===== src/verilog/pt8_pkg.sv =====
`default_nettype none
package pt8_pkg;

    // ========================================================
    // widths
    localparam int PT8_CNT_W   = 8;
    localparam int PT8_PRE_W   = 7;
    localparam int PT8_SEL_W   = 3;
    localparam int PT8_POST_W  = 4;
    localparam int PT8_MODE_W  = 5;
    localparam int PT8_NSRC    = 8;

    // ========================================================
    // reset values
    localparam logic [7:0] PT8_COUNT_RST  = 8'h00;
    localparam logic [7:0] PT8_PERIOD_RST = 8'hff;
    localparam logic [6:0] PT8_PRE_RST    = 7'h00;
    localparam logic [3:0] PT8_POST_RST   = 4'h0;
    localparam logic [4:0] PT8_MODE_RST   = 5'h00;
    localparam logic [2:0] PT8_SRC_RST    = 3'h0;
    localparam logic [6:0] PT8_PRE_ONE    = 7'h01;

    // ========================================================
    // mode field layout: group in [4:3], option in [2:0]
    localparam int PT8_GRP_HI = 4;
    localparam int PT8_GRP_LO = 3;
    localparam int PT8_OPT_HI = 2;

    localparam logic [1:0] PT8_GRP_FREE = 2'h0;
    localparam logic [1:0] PT8_GRP_ONE  = 2'h1;
    localparam logic [1:0] PT8_GRP_MONO = 2'h2;

    localparam logic [2:0] PT8_OPT_0 = 3'h0;
    localparam logic [2:0] PT8_OPT_1 = 3'h1;
    localparam logic [2:0] PT8_OPT_2 = 3'h2;
    localparam logic [2:0] PT8_OPT_3 = 3'h3;
    localparam logic [2:0] PT8_OPT_4 = 3'h4;
    localparam logic [2:0] PT8_OPT_5 = 3'h5;
    localparam logic [2:0] PT8_OPT_6 = 3'h6;
    localparam logic [2:0] PT8_OPT_7 = 3'h7;

    // ========================================================
    // types
    typedef enum logic [1:0] {
        PT8_PH_WAIT = 2'b01,
        PT8_PH_RUN  = 2'b10
    } pt8_phase_type;

    typedef struct packed {
        logic                  run;
        logic [PT8_SEL_W-1:0]  presc_sel;
        logic [PT8_POST_W-1:0] postscale_select;
    } pt8_ctrl_type;

    typedef struct packed {
        logic [PT8_CNT_W-1:0]  timer_count;
        logic [PT8_CNT_W-1:0]  period_value;
        logic [PT8_CNT_W-1:0]  period_buf;
        logic [PT8_PRE_W-1:0]  presc;
        logic [PT8_POST_W-1:0] post;
        pt8_ctrl_type          ctrl;
        logic [PT8_MODE_W-1:0] mode;
        logic [PT8_SEL_W-1:0]  src_sel;
        pt8_phase_type         phase;
        logic                  pulse;
        logic                  irq_flag;
    } pt8_state_type;

    typedef struct packed {
        logic cur;
        logic prev;
    } pt8_edge_state_type;

endpackage
`default_nettype wire


===== src/verilog/pt8_edge.sv =====
`default_nettype none
module pt8_edge (
    input  wire logic clk,
    input  wire logic rst,
    input  wire logic ce,
    input  wire logic sample_en,
    input  wire logic din,
    output logic      level,
    output logic      rise,
    output logic      fall
);
    import pt8_pkg::*;

    pt8_edge_state_type st_r;
    pt8_edge_state_type st_nxt;

    // ========================================================
    // sample once per timer clock, keep the previous sample
    always_comb begin
        st_nxt = st_r;
        if (sample_en) begin
            st_nxt.prev = st_r.cur;
            st_nxt.cur  = din;
        end
    end

    always_ff @(posedge clk) begin
        if (rst) begin
            st_r <= '0;
        end else if (ce) begin
            st_r <= st_nxt;
        end
    end

    // edges stay visible for one timer clock
    assign level = st_r.cur;
    assign rise  = st_r.cur & ~st_r.prev;
    assign fall  = ~st_r.cur & st_r.prev;
endmodule
`default_nettype wire


===== src/verilog/pt8_timer.sv =====
`default_nettype none
// Notes on behaviour
// RQ1 - count advances on each prescaler output tick
// RQ2 - match with buffer clears count, bumps postscaler
// RQ3 - reset clears count, period becomes all ones
// RQ4 - writes, reset, external reset clear scalers
// RQ5 - postscaler hit gives one timer clock pulse
// RQ6 - one-shot match clears run and stops
// RQ7 - one-shot makes nonzero postscale selections useless
// RQ8 - monostable keeps run set for retrigger
// RQ9 - period visible copy plus hidden compare buffer
// RQ10 - buffer reloads on writes, reset event, match
// RQ11 - source select and mode field steer trigger
// RQ12 - trigger edges spaced six timer clocks apart
// RQ13 - trigger levels held three timer clocks minimum
// RQ14 - debug freeze ignores external trigger events
// RQ15 - free gate modes: run, high, low
// RQ16 - free edge reset: both, rising, falling
// RQ17 - free level reset: low or high holds
// RQ18 - one-shot software or edge started
// RQ19 - one-shot edge start with hardware reset
// RQ20 - group 10 level one-shots, reserved codes
// RQ21 - monostable edge start, halts keeping run
// RQ22 - one-shot end clears run, edge rearms
// RQ23 - prescale 1 to 128, postscale 1 to 16
// RQ24 - postscaler hit sets flag, enable gates request
module pt8_timer (
    input  wire logic                          clk,
    input  wire logic                          rst,
    input  wire logic                          ce,
    input  wire logic                          count_wr,
    input  wire logic [pt8_pkg::PT8_CNT_W-1:0] count_wdata,
    input  wire logic                          period_wr,
    input  wire logic [pt8_pkg::PT8_CNT_W-1:0] period_wdata,
    input  wire logic                          ctrl_wr,
    input  wire pt8_pkg::pt8_ctrl_type         ctrl_wdata,
    input  wire logic                          mode_wr,
    input  wire logic [pt8_pkg::PT8_MODE_W-1:0] mode_wdata,
    input  wire logic                          src_wr,
    input  wire logic [pt8_pkg::PT8_SEL_W-1:0] src_wdata,
    input  wire logic [pt8_pkg::PT8_NSRC-1:0]  ext_sources,
    input  wire logic                          debug_freeze,
    input  wire logic                          period_irq_enable,
    input  wire logic                          irq_clear,
    output logic [pt8_pkg::PT8_CNT_W-1:0]      timer_count,
    output logic [pt8_pkg::PT8_CNT_W-1:0]      period_value,
    output pt8_pkg::pt8_ctrl_type              ctrl_rdata,
    output logic [pt8_pkg::PT8_MODE_W-1:0]     mode_rdata,
    output logic [pt8_pkg::PT8_SEL_W-1:0]      src_rdata,
    output logic                               timer_tick,
    output logic                               postscaled_pulse,
    output logic                               irq_flag,
    output logic                               irq_req
);
    import pt8_pkg::*;

    pt8_state_type st_r;
    pt8_state_type st_nxt;

    logic                  ext_trigger_signal;
    logic                  ers_lvl;
    logic                  ers_rise_raw;
    logic                  ers_fall_raw;
    logic                  ers_rise;
    logic                  ers_fall;
    logic [PT8_PRE_W-1:0]  presc_lim;
    logic [1:0]            grp;
    logic [2:0]            opt;

    // ========================================================
    // prescaler
    // ratio is 2**presc_sel, 1:1 up to 1:128
    assign presc_lim = 7'((8'h01 << st_r.ctrl.presc_sel) - 8'h01); // [RQ23]
    assign timer_tick = (st_r.presc == presc_lim);

    // ========================================================
    // external trigger selection and sampling
    assign ext_trigger_signal = ext_sources[st_r.src_sel]; // [RQ11]

    // sampling stops while frozen, so the last sampled edge is held
    pt8_edge u_edge (
        .clk       (clk),
        .rst       (rst),
        .ce        (ce),
        .sample_en (timer_tick & ~debug_freeze), // [RQ14]
        .din       (ext_trigger_signal),
        .level     (ers_lvl),
        .rise      (ers_rise_raw),
        .fall      (ers_fall_raw)
    );

    // stale edges are masked during freeze
    assign ers_rise = ers_rise_raw & ~debug_freeze; // [RQ14]
    assign ers_fall = ers_fall_raw & ~debug_freeze; // [RQ14]

    assign grp = st_r.mode[PT8_GRP_HI:PT8_GRP_LO];
    assign opt = st_r.mode[PT8_OPT_HI:0];

    // ========================================================
    // next state
    always_comb begin
        logic en_cnt;
        logic do_rst;
        logic start_evt;
        logic one_shot;
        logic hit;
        logic post_hit;
        logic clr_scal;
        en_cnt    = 1'b0;
        do_rst    = 1'b0;
        start_evt = 1'b0;
        one_shot  = 1'b0;
        hit       = 1'b0;
        post_hit  = 1'b0;
        clr_scal  = 1'b0;
        st_nxt    = st_r;

        // prescaler runs every enabled clock
        st_nxt.presc = timer_tick ? PT8_PRE_RST
                                  : 7'(st_r.presc + PT8_PRE_ONE);

        // mode decode
        case (grp)
            PT8_GRP_FREE: begin
                en_cnt = st_r.ctrl.run; // [RQ15]
                case (opt)
                    PT8_OPT_1: en_cnt = st_r.ctrl.run & ers_lvl;  // [RQ15]
                    PT8_OPT_2: en_cnt = st_r.ctrl.run & ~ers_lvl; // [RQ15]
                    PT8_OPT_3: do_rst = ers_rise | ers_fall; // [RQ16]
                    PT8_OPT_4: do_rst = ers_rise;            // [RQ16]
                    PT8_OPT_5: do_rst = ers_fall;            // [RQ16]
                    PT8_OPT_6: do_rst = ~ers_lvl;            // [RQ17]
                    PT8_OPT_7: do_rst = ers_lvl;             // [RQ17]
                    default:   do_rst = 1'b0;
                endcase
            end
            PT8_GRP_ONE: begin
                one_shot = 1'b1; // [RQ6]
                en_cnt   = st_r.ctrl.run & (st_r.phase == PT8_PH_RUN);
                case (opt)
                    PT8_OPT_0: start_evt = 1'b1;                // [RQ18]
                    PT8_OPT_1: start_evt = ers_rise;            // [RQ18]
                    PT8_OPT_2: start_evt = ers_fall;            // [RQ18]
                    PT8_OPT_3: start_evt = ers_rise | ers_fall; // [RQ18]
                    PT8_OPT_4: begin
                        start_evt = ers_rise; // [RQ19]
                        do_rst    = ers_rise & en_cnt; // [RQ19]
                    end
                    PT8_OPT_5: begin
                        start_evt = ers_fall; // [RQ19]
                        do_rst    = ers_fall & en_cnt; // [RQ19]
                    end
                    PT8_OPT_6: begin
                        start_evt = ers_rise; // [RQ19]
                        do_rst    = ~ers_lvl & en_cnt; // [RQ19]
                    end
                    PT8_OPT_7: begin
                        start_evt = ers_fall; // [RQ19]
                        do_rst    = ers_lvl & en_cnt; // [RQ19]
                    end
                    default: start_evt = 1'b0;
                endcase
            end
            PT8_GRP_MONO: begin
                en_cnt = st_r.ctrl.run & (st_r.phase == PT8_PH_RUN);
                case (opt)
                    PT8_OPT_1: start_evt = ers_rise;            // [RQ21]
                    PT8_OPT_2: start_evt = ers_fall;            // [RQ21]
                    PT8_OPT_3: start_evt = ers_rise | ers_fall; // [RQ21]
                    PT8_OPT_6: begin
                        one_shot  = 1'b1;     // [RQ20]
                        start_evt = ers_lvl;  // [RQ20]
                        do_rst    = ~ers_lvl; // [RQ20]
                    end
                    PT8_OPT_7: begin
                        one_shot  = 1'b1;     // [RQ20]
                        start_evt = ~ers_lvl; // [RQ20]
                        do_rst    = ers_lvl;  // [RQ20]
                    end
                    default: en_cnt = 1'b0; // reserved: frozen [RQ20]
                endcase
            end
            default: begin
                en_cnt = 1'b0; // reserved group holds still [RQ20]
            end
        endcase

        // external signal is ignored while run is off
        do_rst = do_rst & st_r.ctrl.run;

        // count and control writes hold off timer events; a standing pulse still ends
        st_nxt.pulse = st_r.pulse & ~timer_tick; // [RQ5]
        if (timer_tick && !count_wr && !ctrl_wr) begin
            // arm: qualifying start seen with run set
            if (st_r.ctrl.run && start_evt &&
                st_r.phase == PT8_PH_WAIT) begin
                st_nxt.phase = PT8_PH_RUN;
            end

            // count and compare against the hidden buffer
            if (en_cnt) begin
                hit = (st_r.timer_count == st_r.period_buf); // [RQ2]
                if (hit) begin
                    st_nxt.timer_count = PT8_COUNT_RST;  // [RQ2]
                    st_nxt.period_buf  = st_r.period_value; // [RQ10]
                    post_hit = (st_r.post ==
                                st_r.ctrl.postscale_select); // [RQ5]
                    st_nxt.post = post_hit ? PT8_POST_RST
                        : 4'(st_r.post + 4'h1); // [RQ2] [RQ5]
                    if (grp != PT8_GRP_FREE) begin
                        // halts at zero, needs a fresh start [RQ22]
                        st_nxt.phase = PT8_PH_WAIT; // [RQ21]
                        st_nxt.post  = PT8_POST_RST; // [RQ7]
                    end
                    if (one_shot) begin
                        st_nxt.ctrl.run = 1'b0; // [RQ6] [RQ22]
                    end
                end else begin
                    st_nxt.timer_count =
                        8'(st_r.timer_count + 8'h01); // [RQ1]
                end
            end

            // external reset event
            if (do_rst) begin
                st_nxt.timer_count = PT8_COUNT_RST;     // [RQ16]
                st_nxt.period_buf  = st_r.period_value; // [RQ10]
                clr_scal = 1'b1; // [RQ4]
            end

            // postscaled output is one timer clock wide
            st_nxt.pulse = post_hit & ~do_rst; // [RQ5]
        end

        // monostable keeps run set [RQ8]
        if (!st_r.ctrl.run) begin
            st_nxt.phase = PT8_PH_WAIT; // rearm needs a start event with run set [RQ22]
        end

        // software writes take priority over timer events
        if (count_wr) begin
            st_nxt.timer_count = count_wdata;       // [RQ3]
            st_nxt.period_buf  = st_r.period_value; // [RQ10]
            clr_scal = 1'b1; // [RQ4]
        end
        if (period_wr) begin
            st_nxt.period_value = period_wdata; // visible copy [RQ9]
        end
        if (ctrl_wr) begin
            st_nxt.ctrl       = ctrl_wdata;
            st_nxt.period_buf = st_r.period_value; // [RQ10]
            clr_scal = 1'b1; // count kept [RQ4]
            if (!ctrl_wdata.run) begin
                st_nxt.phase = PT8_PH_WAIT;
            end
        end
        if (mode_wr) begin
            st_nxt.mode = mode_wdata; // [RQ11]
        end
        if (src_wr) begin
            st_nxt.src_sel = src_wdata; // [RQ11]
        end

        if (clr_scal) begin
            st_nxt.presc = PT8_PRE_RST; // [RQ4]
            st_nxt.post  = PT8_POST_RST; // [RQ4]
        end

        // interrupt flag: set wins over clear
        if (irq_clear) begin
            st_nxt.irq_flag = 1'b0;
        end
        if (timer_tick && st_nxt.pulse) begin
            st_nxt.irq_flag = 1'b1; // [RQ24]
        end
    end

    // ========================================================
    // state register
    always_ff @(posedge clk) begin
        if (rst) begin
            st_r              <= '0;
            st_r.timer_count  <= PT8_COUNT_RST;  // [RQ3]
            st_r.period_value <= PT8_PERIOD_RST; // [RQ3]
            st_r.period_buf   <= PT8_PERIOD_RST; // [RQ3]
            st_r.presc        <= PT8_PRE_RST;    // [RQ4]
            st_r.post         <= PT8_POST_RST;   // [RQ4]
            st_r.mode         <= PT8_MODE_RST;
            st_r.src_sel      <= PT8_SRC_RST;
            st_r.phase        <= PT8_PH_WAIT;
        end else if (ce) begin
            st_r <= st_nxt;
        end
    end

    // ========================================================
    // outputs
    assign timer_count      = st_r.timer_count;
    assign period_value     = st_r.period_value;
    assign ctrl_rdata       = st_r.ctrl;
    assign mode_rdata       = st_r.mode;
    assign src_rdata        = st_r.src_sel;
    assign postscaled_pulse = st_r.pulse;
    assign irq_flag         = st_r.irq_flag;
    assign irq_req          = st_r.irq_flag & period_irq_enable; // [RQ24]

endmodule
`default_nettype wire


===== config.mk =====
export PLATFORM = sky130hd
export DESIGN_NAME = pt8_timer
export DESIGN_NICKNAME = d
export VERILOG_FILES = /design/src/verilog/pt8_pkg.sv /design/src/verilog/pt8_edge.sv /design/src/verilog/pt8_timer.sv
export SDC_FILE = /design/constraint.sdc
export NUM_CORES = 1
export LEC_CHECK = 0
export ABC_AREA = 1
export BUFFER_PORTS_ARGS = -buffer_cell sky130_fd_sc_hd__buf_2
export CAP_MARGIN = 20
export CORE_MARGIN = 3
export CORE_UTILIZATION = 50
export CTS_CLUSTER_SIZE = 28
export DETAILED_ROUTE_END_ITERATION = 10
export GPL_ROUTABILITY_DRIVEN = 0
export PLACE_DENSITY = 0.75
export RECOVER_POWER = 100
export SETUP_SLACK_MARGIN = 0.2
export SYNTH_ARGS = -nofsm -noshare
export SYNTH_HDL_FRONTEND = slang
export SYNTH_HIERARCHICAL = 1
export SYNTH_SLANG_ARGS = --single-unit

===== constraint.sdc =====
create_clock -name clk -period 2.36 [get_ports clk]
set_clock_uncertainty 0.15 [all_clocks]
set_input_delay 0.118 -clock clk [delete_from_list [all_inputs] [get_ports clk]]
set_output_delay 0.118 -clock clk [all_outputs]
set_load 0.01 [all_outputs]

==> flow_summary.json, run 1 <==
{
  "r2r_cells": 11,
  "rr_endpoint": "st_r[32]",
  "antenna_found_initial": 0,
  "grt_pass1_wl_um": 15100,
  "place_ws_ns": 0.116,
  "cpMaxStageDelayCell": "dfxtp_1",
  "r2r_slack_ns": 0.25,
  "rows": 30,
  "fin_crit_ns": 2.11,
  "cp-start-kind": "flop",
  "design_area_mm2": 0.00457,
  "final_nets": 710,
  "outcome": "complete, no violations",
  "setup_ws_ns": 0.247,
  "grt_pass1_vias": 3479,
  "routed_wl_um": 9340,
  "design.die.area_mm2": 0.00842,
  "firstDrtPassIters": 5,
  "layout.filler_cells": 630,
  "dpl-instance-area_mm2": 0.00393,
  "grt_use_total_pct": 21.7,
  "final_cells": 753,
  "num_vias": 3769,
  "die_h_um": 91.8,
  "clockRootBuffer": "clkbuf_8",
  "cpMostUsedCell": "nand3_1",
  "cpPeakStageDelay_ns": 0.34,
  "synth-seq-cells": 57,
  "finalPower_mw": 2.77,
  "core-area_mm2": 0.00694,
  "required_ns": 2.49,
  "seq_area_frac_synth_pct": 31.0,
  "holdPathStages": 6,
  "ant_nets": 0,
  "power.density_mw_per_mm2": 605,
  "r2r_start": "mode_rdata[4]",
  "p_leak_nw": 2.19,
  "wl_per_cell_um": 12.4,
  "area_growth_pct": 24.3,
  "die_x_um": 91.8,
  "post-route-util_pct": 65.8,
  "synth_warnings": 6,
  "clk_latency_ns": 0.35,
  "rsz0062_at_grt": "yes",
  "setup_viol": 0,
  "cts.sinks": 57,
  "endpoint_kind": "flop",
  "gr-total-overflow": 0,
  "cts_tree": "built",
  "cts.path.max_buffers": 2,
  "clk_pin_slew_worst_paths_ns": 0.07,
  "io-pin-count": 87,
  "cts_buffers": 9,
  "start_util_pct": 53.0,
  "hold_end": "timer_count[4]",
  "dp_cells": 699,
  "drive_gt1_share_pct": 18.4,
  "vias_per_cell": 5.01,
  "arrival_ns": 2.25,
  "netlist_area_mm2": 0.00368,
  "crit_fanout": 7,
  "vdd_drop_max_mv": 0.483,
  "finalHoldViolCount": 0,
  "max-cap-violations": 0,
  "dp_hpwl_um": 6490,
  "holdCritStartpoint": "count_wdata[4]",
  "cts-htree-levels": 3,
  "synth_cell_type_count": 32,
  "hp-class": "in -> reg",
  "synth_nets": 618,
  "slew_headroom_pct": 68.4,
  "grt_max_degree": 20,
  "drc": 0,
  "synth_cells": 560,
  "tns_ns": 0,
  "fmax_ghz": 0.473,
  "path_cells": "inv_1, ha_1, inv_1, a21oi_1, nand2_1, a21oi_4, nand3_1, nand3_4, buf_6, nand3_1, nand3_1",
  "tightestPinTransition_ns": 0.473,
  "crit_type": "reg -> reg",
  "syn_avg_cell_area_um2": 6.57,
  "final_max_slew_viol_count": 0,
  "whs_ns": 0.0235,
  "antenna_cells_inserted": 0,
  "port_buffers": 86,
  "timing.final.crit_share_pct": 89.5,
  "drtIter0Drc": 195
}
## cells by family after synthesis
logic type / count (synthesis) / share of synthesized area [%]
simple gates: 311 / 37.4
fa+ha+maj: 7 / 2.38
buf+inv: 104 / 14.9
xor+xnor: 24 / 5.72
flops: 57 / 31.0
compound gates: 56 / 8.27
mux: 1 / 0.306
## critical path, delay by kind of cell, from the launching register on
kind,cells,cell delay [ns]
AOI/OAI and AO/OA,2,0.31
adders and majority gates,1,0.22
and+or+nand+nor,5,0.67
DFF,1,0.34
buffers and inverters,3,0.37
## placed cells by master (no fill, tap or decap), types with 3 or more instances in the layout
master and instances:
buf_2 55, bufinv_16 3, o21ai_0 26, nand4_1 5, buf_6 3, dlygate4sd3_1 29
inv_1 50, nor2_1 74, ha_1 7, buf_4 9, nand3_1 56, or2_2 6
clkbuf_1 32, inv_2 5, nor3_1 6, xnor2_1 8, a21oi_1 21, nand3_2 3
xor2_1 16, nand2_2 4, nand2_1 145, clkbuf_8 11, nand3_4 3, nor2_2 3
dfxtp_1 53
## area by class of cell
class / count / area [um^2] / share of cell area [%]
inverters: 56 / 213 / 4.65
well taps: 96 / 120 / 2.63
multi-input cells: 401 / 2050 / 44.8
repair buffers: 127 / 783 / 17.1
clock inverters: 4 / 98.8 / 2.16
flip-flops and latches: 57 / 1150 / 25.2
clock buffers: 12 / 155 / 3.39
## metal layers
| metal | wire (um) | vias up | part of all wire (%) | GRT usage [%] |
|---|---|---|---|---|
| li1 | - | 1934 | - | - |
| met1 | 4080 | 1709 | 44 | 25.7 |
| met2 | 4610 | 107 | 49 | 37.5 |
| met3 | 461 | 19 | 4.9 | 4.84 |
| met4 | 189 | 0 | 2.0 | 9.53 |
| met5 | 0 | - | 0 | 0 |
## how the worst max path moves through the flow
stage,startpoint,endpoint,slack [ns],depth (start not counted)
finish,mode_rdata[4],st_r[32],0.25,11
global route,mode_rdata[4],st_r[32],0.06,11
CTS,mode_rdata[2],timer_count[3],0.23,14
detailed placement,ctrl_rdata[6],timer_count[6],0.12,13
global placement,ctrl_rdata[6],timer_count[3],0.15,13
floorplan,mode_rdata[3],st_r[38],0.58,11
## what timing repair did
| item | CTS | global route |
|---|---|---|
| buffers inserted | 0 | 7 |
| hold buffers | 29 | 0 |
| gates resized for setup | 2 | 25 |
| pin swaps | 0 | 4 |
| endpoints found under the setup margin | 17 | 21 |
| hold endpoints to repair | 32 | 0 |
| cloned | 0 | 2 |
## power breakdown
part / total (mW) / internal [mW] / switching [mW] / leakage [nW]
Sequential: 1.09 / 1.02 / 0.0710 / 0.470
Clock: 1.16 / 0.761 / 0.398 / 0.127
Combinational: 0.518 / 0.223 / 0.295 / 1.60
## cells in the mapped netlist
master | number | area share [%]
nand2_1 | 147 | 15
nor2_1 | 74 | 7.6
dfxtp_1 | 57 | 31
nand3_1 | 55 | 7.5
inv_1 | 51 | 5.2
buf_4 | 33 | 6.7
o21ai_0 | 26 | 3.5
a21oi_1 | 21 | 2.9
xor2_1 | 16 | 3.8
xnor2_1 | 8 | 1.9
clkbuf_1 | 7 | 0.71
ha_1 | 7 | 2.4
nor3_1 | 6 | 0.82
or2_2 | 6 | 1.0
inv_2 | 5 | 0.51
nand4_1 | 5 | 0.85
buf_6 | 4 | 1.2
nand2_2 | 4 | 0.68
nand3_2 | 4 | 1.1
a21oi_2 | 3 | 0.71
buf_2 | 3 | 0.41
nor2_2 | 3 | 0.51
nand3b_1 | 2 | 0.41
nor3_4 | 2 | 0.88
o211ai_1 | 2 | 0.41
o21ai_1 | 2 | 0.27
o32ai_1 | 2 | 0.48
buf_1 | 1 | 0.10
mux2_2 | 1 | 0.31
nand2_4 | 1 | 0.31
nand3_4 | 1 | 0.48
nor2_4 | 1 | 0.31
## state kept, by name (all words and copies together) (netlist names)
name,count
timer_count,8
st_r,21
u_edge/st_r,1
u_edge/level,1
ctrl_rdata,8
period_value,8
postscaled_pulse,1
irq_flag,1
src_rdata,3
mode_rdata,5
Note: power is estimated with default switching activity, not from simulation.
==> inputs of run 2 (changes only) <==
- CTS_CLUSTER_SIZE: 28 -> 8
- PLACE_DENSITY: 0.75 -> not set
- PLACE_DENSITY_LB_ADDON: not set -> 0.12
==> run 2 against run 1 <==
Critical path type unchanged. Critical path depth is 1 higher. Total power down 14%. Highest routed layer unchanged. Cell area is 3.1% lower. Clock power shrank 32%. Sequential power barely moved. Combinational power down 5.0%. Flip-flop and latch count unchanged. Die area stayed put.
==> flow_summary.json, run 2 (synthesized netlist as in run 1, its figures left out) <==
{
  "fin_crit_ns": 2.06,
  "firstDrtPassIters": 4,
  "final_max_slew_viol_count": 0,
  "power.density_mw_per_mm2": 536,
  "antenna_found_initial": 0,
  "cts_tree": "built",
  "grt_max_degree": 34,
  "rsz0062_at_grt": "no",
  "timing.final.crit_share_pct": 87.1,
  "required_ns": 2.44,
  "rows": 30,
  "outcome": "complete, no violations",
  "cts.path.max_buffers": 2,
  "p_leak_nw": 2.11,
  "tns_ns": 0,
  "clockRootBuffer": "clkbuf_8",
  "ant_nets": 0,
  "cts.sinks": 57,
  "grt_use_total_pct": 20.8,
  "largest_register_ff_count": 21,
  "tightestPinTransition_ns": 0.471,
  "slew_headroom_pct": 68.6,
  "vias_per_cell": 4.88,
  "clk_pin_slew_worst_paths_ns": 0.07,
  "die_x_um": 91.8,
  "final_cell_mix": "nand2_1, nor2_1, buf_2, nand3_1, dfxtp_1",
  "arrival_ns": 2.14,
  "largest-register": "st_r",
  "area_growth_pct": 20.5,
  "grt_pass1_wl_um": 14500,
  "final_nets": 706,
  "routed_wl_um": 8700,
  "drc": 0,
  "fmax_ghz": 0.486,
  "cts-htree-levels": 3,
  "hp-class": "in -> reg",
  "dpl-instance-area_mm2": 0.00395,
  "drive_gt1_share_pct": 18.1,
  "setup_viol": 0,
  "endpoint_kind": "flop",
  "crit_type": "reg -> reg",
  "cts_buffers": 9,
  "num_vias": 3653,
  "wl_per_cell_um": 11.6,
  "dp_hpwl_um": 6360,
  "whs_ns": 0.0349,
  "max-cap-violations": 0,
  "finalPower_mw": 2.38,
  "design_area_mm2": 0.00443,
  "gr-total-overflow": 0,
  "core-area_mm2": 0.00694,
  "antenna_cells_inserted": 0,
  "io-pin-count": 87,
  "die_h_um": 91.8,
  "vdd_drop_max_mv": 0.301,
  "grt_pass1_vias": 3249,
  "finalHoldViolCount": 0,
  "start_util_pct": 53.0,
  "layout_commonest_cell": "nand2_1",
  "cp-start-kind": "flop",
  "clk_latency_ns": 0.34,
  "design.die.area_mm2": 0.00842,
  "crit_fanout": 8,
  "drtIter0Drc": 168,
  "port_buffers": 86
}
==> run 2: what timing repair did <==
action / in CTS / in global routing
resized for setup: 2 / 16
endpoints found under the setup margin: 6 / 25
hold buffers: 29 / 0
buffers inserted: 0 / 3
endpoints found under the hold margin: 31 / 0
cloned: 0 / 1
pin swaps: 0 / 1
==> run 2: power by group <==
part	leakage [nW]	total [mW]	switching [mW]	internal (mW)
Sequential	0.470	1.09	0.0731	1.02
Combinational	1.55	0.492	0.276	0.216
Clock	0.0850	0.792	0.415	0.377
Total	2.11	2.38	0.764	1.61
==> run 2: metal layers <==
| metal | global-route usage [%] | vias to the layer above | part of all wire (%) |
|---|---|---|---|
| met5 | 0 | - | 0 |
| met4 | 6.68 | 0 | 1.1 |
| met3 | 3.77 | 8 | 5.4 |
| met2 | 33.9 | 93 | 47 |
| met1 | 27.7 | 1634 | 46 |
| li1 | - | 1918 | - |
==> run 2: critical path: stages (launching register included) <==
cell	delay [ns]
dfxtp_1	0.47
inv_2	0.09
nand3_1	0.10
nand2_1	0.08
nand2_1	0.08
nand2_1	0.05
o21ai_1	0.12
nand3_1	0.15
nand3_2	0.17
nand3_4	0.13
buf_4	0.19
a21oi_1	0.12
nor2_1	0.06
==> run 2: layout make-up <==
cell class	instances	area (um^2)
fillers	681	2510
multi-input cells	400	2010
flip-flops and latches	57	1150
repair buffers	124	759
inverters	56	216
clock buffers	9	124
well taps	96	120
clock inverters	7	47.5
==> run 2: through the flow <==
stage	utilization (%)	setup WS, ns	std cells
2_1_floorplan	-	0.584	560
3_3_place_gp	56.8	0.238	700
3_5_place_dp	56.8	0.151	700
4_1_cts	63.5	0.241	745
5_1_grt	63.8	0.115	749
6_report	63.8	0.304	749
==> run 2: path summary, 6_finish.rpt <==
check / from / end / slack (ns) / depth (start not counted)
setup reg to reg: mode_rdata[0] / st_r[23] / 0.30 / 12
setup / recovery: mode_rdata[0] / st_r[23] / 0.30 / 12
hold reg to reg: postscaled_pulse / postscaled_pulse / 0.32 / 2
hold / removal: count_wdata[6] / timer_count[6] / 0.03 / 6
==> inputs of run 3 (changes only) <==
- BUFFER_PORTS_ARGS: -buffer_cell sky130_fd_sc_hd__buf_2 -> -buffer_cell sky130_fd_sc_hd__buf_4
==> run 3 against run 2 <==
Combinational power grew 13%. Cell area up 5.7%. Worst setup slack worse by 0.10 ns. Total power grew 3.5%. Maximum frequency decreased by 4.8%. First-iteration DRC count is 25% lower. Final cell count rose by 1.2%. Clock power rose by 3.0%. Flip-flop and latch count stayed put. Non-clock buffer count increased by 7. Register-to-register slack got worse by 0.10 ns. Critical path depth down 2.
==> flow_summary.json, run 3 (synthesized netlist as in run 1, its figures left out) <==
{
  "grt_pass1_vias": 3342,
  "die_h_um": 91.8,
  "fin_crit_ns": 2.16,
  "largest-register": "st_r",
  "rows": 30,
  "max-cap-violations": 0,
  "vias_per_cell": 4.85,
  "path_cells": "clkbuf_1, a21oi_1, nor2_2, nand3_2, nor3_4, nand3_4, nand3_4, buf_4, nand3_1, nand3_1",
  "tightestPinTransition_ns": 0.843,
  "clockRootBuffer": "clkbuf_8",
  "setup_viol": 0,
  "cts.sinks": 57,
  "clk_pin_slew_worst_paths_ns": 0.07,
  "gr-total-overflow": 0,
  "required_ns": 2.47,
  "die_x_um": 91.8,
  "p_leak_nw": 2.22,
  "arrival_ns": 2.27,
  "cts_tree": "built",
  "crit_type": "reg -> reg",
  "layout_commonest_cell": "nand2_1",
  "cts.path.max_buffers": 2,
  "num_vias": 3676,
  "ant_nets": 0,
  "dp_hpwl_um": 6430,
  "cts-htree-levels": 3,
  "design.die.area_mm2": 0.00842,
  "firstDrtPassIters": 4,
  "wl_per_cell_um": 12.1,
  "grt_max_degree": 32,
  "antenna_cells_inserted": 0,
  "tns_ns": 0,
  "r2r_start": "ctrl_rdata[6]",
  "hp-class": "in -> reg",
  "cp-start-kind": "flop",
  "fmax_ghz": 0.463,
  "clk_latency_ns": 0.33,
  "drtIter0Drc": 126,
  "final_nets": 715,
  "grt_pass1_wl_um": 14700,
  "routed_wl_um": 9200,
  "rsz0062_at_grt": "yes",
  "power.density_mw_per_mm2": 525,
  "holdCritStartpoint": "debug_freeze",
  "crit_fanout": 6,
  "io-pin-count": 87,
  "timing.final.crit_share_pct": 91.5,
  "finalHoldViolCount": 0,
  "largest_register_ff_count": 21,
  "grt_use_total_pct": 20.8,
  "cts_buffers": 9,
  "final_max_slew_viol_count": 0,
  "port_buffers": 86,
  "worstSetupStartpoint": "ctrl_rdata[6]",
  "area_growth_pct": 27.4,
  "post-route-util_pct": 67.5,
  "drc": 0,
  "drive_gt1_share_pct": 20.7,
  "antenna_found_initial": 0,
  "cpPeakStageDelay_ns": 0.40,
  "endpoint_kind": "flop",
  "start_util_pct": 53.0,
  "core-area_mm2": 0.00694,
  "vdd_drop_max_mv": 0.303,
  "outcome": "complete, no violations",
  "cpMaxStageDelayCell": "dfxtp_4",
  "final_cell_mix": "nand2_1, nor2_1, buf_4, nand3_1, dfxtp_1",
  "slew_headroom_pct": 43.8
}
==> run 3: final timing paths <==
path | slack [ns] | depth (start not counted) | endpoint
setup / recovery | 0.20 | 10 | st_r[38]
setup reg to reg | 0.20 | 10 | st_r[38]
hold / removal | 0.03 | 5 | u_edge/level
hold reg to reg | 0.32 | 2 | postscaled_pulse
==> run 3: cell type report <==
type / instances / area (um^2)
Clock inverter: 5 / 31.3
Clock buffer: 11 / 141
Sequential cell: 57 / 1150
Fill cell: 642 / 2260
Timing Repair Buffer: 131 / 942
Multi-Input combinational cell: 402 / 2080
Tap cell: 96 / 120
Inverter: 56 / 213
==> run 3: timing repair <==
item	in CTS	in global routing
gates cloned	0	3
setup endpoints to repair	15	23
hold buffers	29	0
endpoints found under the hold margin	32	0
setup buffers	0	9
resized for setup	2	26
pin swaps	0	11
==> run 3: stage by stage <==
step	power [mW]	setup slack [ns]	cell area, um^2	hold WS [ns]	std cells
2_1_floorplan	1.46	0.584	3680	0.0371	560
3_3_place_gp	1.60	0.229	4160	0.166	701
3_5_place_dp	1.61	0.135	4160	0.171	701
4_1_cts	2.45	0.222	4620	0.0164	746
5_1_grt	2.59	0.0679	4680	0.0383	758
6_report	2.46	0.202	4680	0.0270	758
==> run 3: worst max-delay path: cells and delay by family, from the launching register on <==
family | cells | cell delay, ns
flip-flops | 1 | 0.40
AO/OA/AOI/OAI | 1 | 0.11
AND/OR/NAND/NOR | 7 | 1.06
buffers and inverters | 2 | 0.37
==> run 3: report_power, final <==
group / internal (mW) / leakage, nW / total (mW) / switching (mW)
clock: 0.406 / 0.0891 / 0.816 / 0.410
combinational: 0.257 / 1.66 / 0.555 / 0.298
sequential: 1.02 / 0.471 / 1.09 / 0.0695
total: 1.68 / 2.22 / 2.46 / 0.778
==> run 3: metal layers <==
metal	vias to the layer above	GRT usage [%]	wire, um
met3	9	3.53	358
li1	1941	-	-
met1	1652	26.3	4280
met2	74	35.4	4470
met4	0	7.80	93
met5	-	0	0
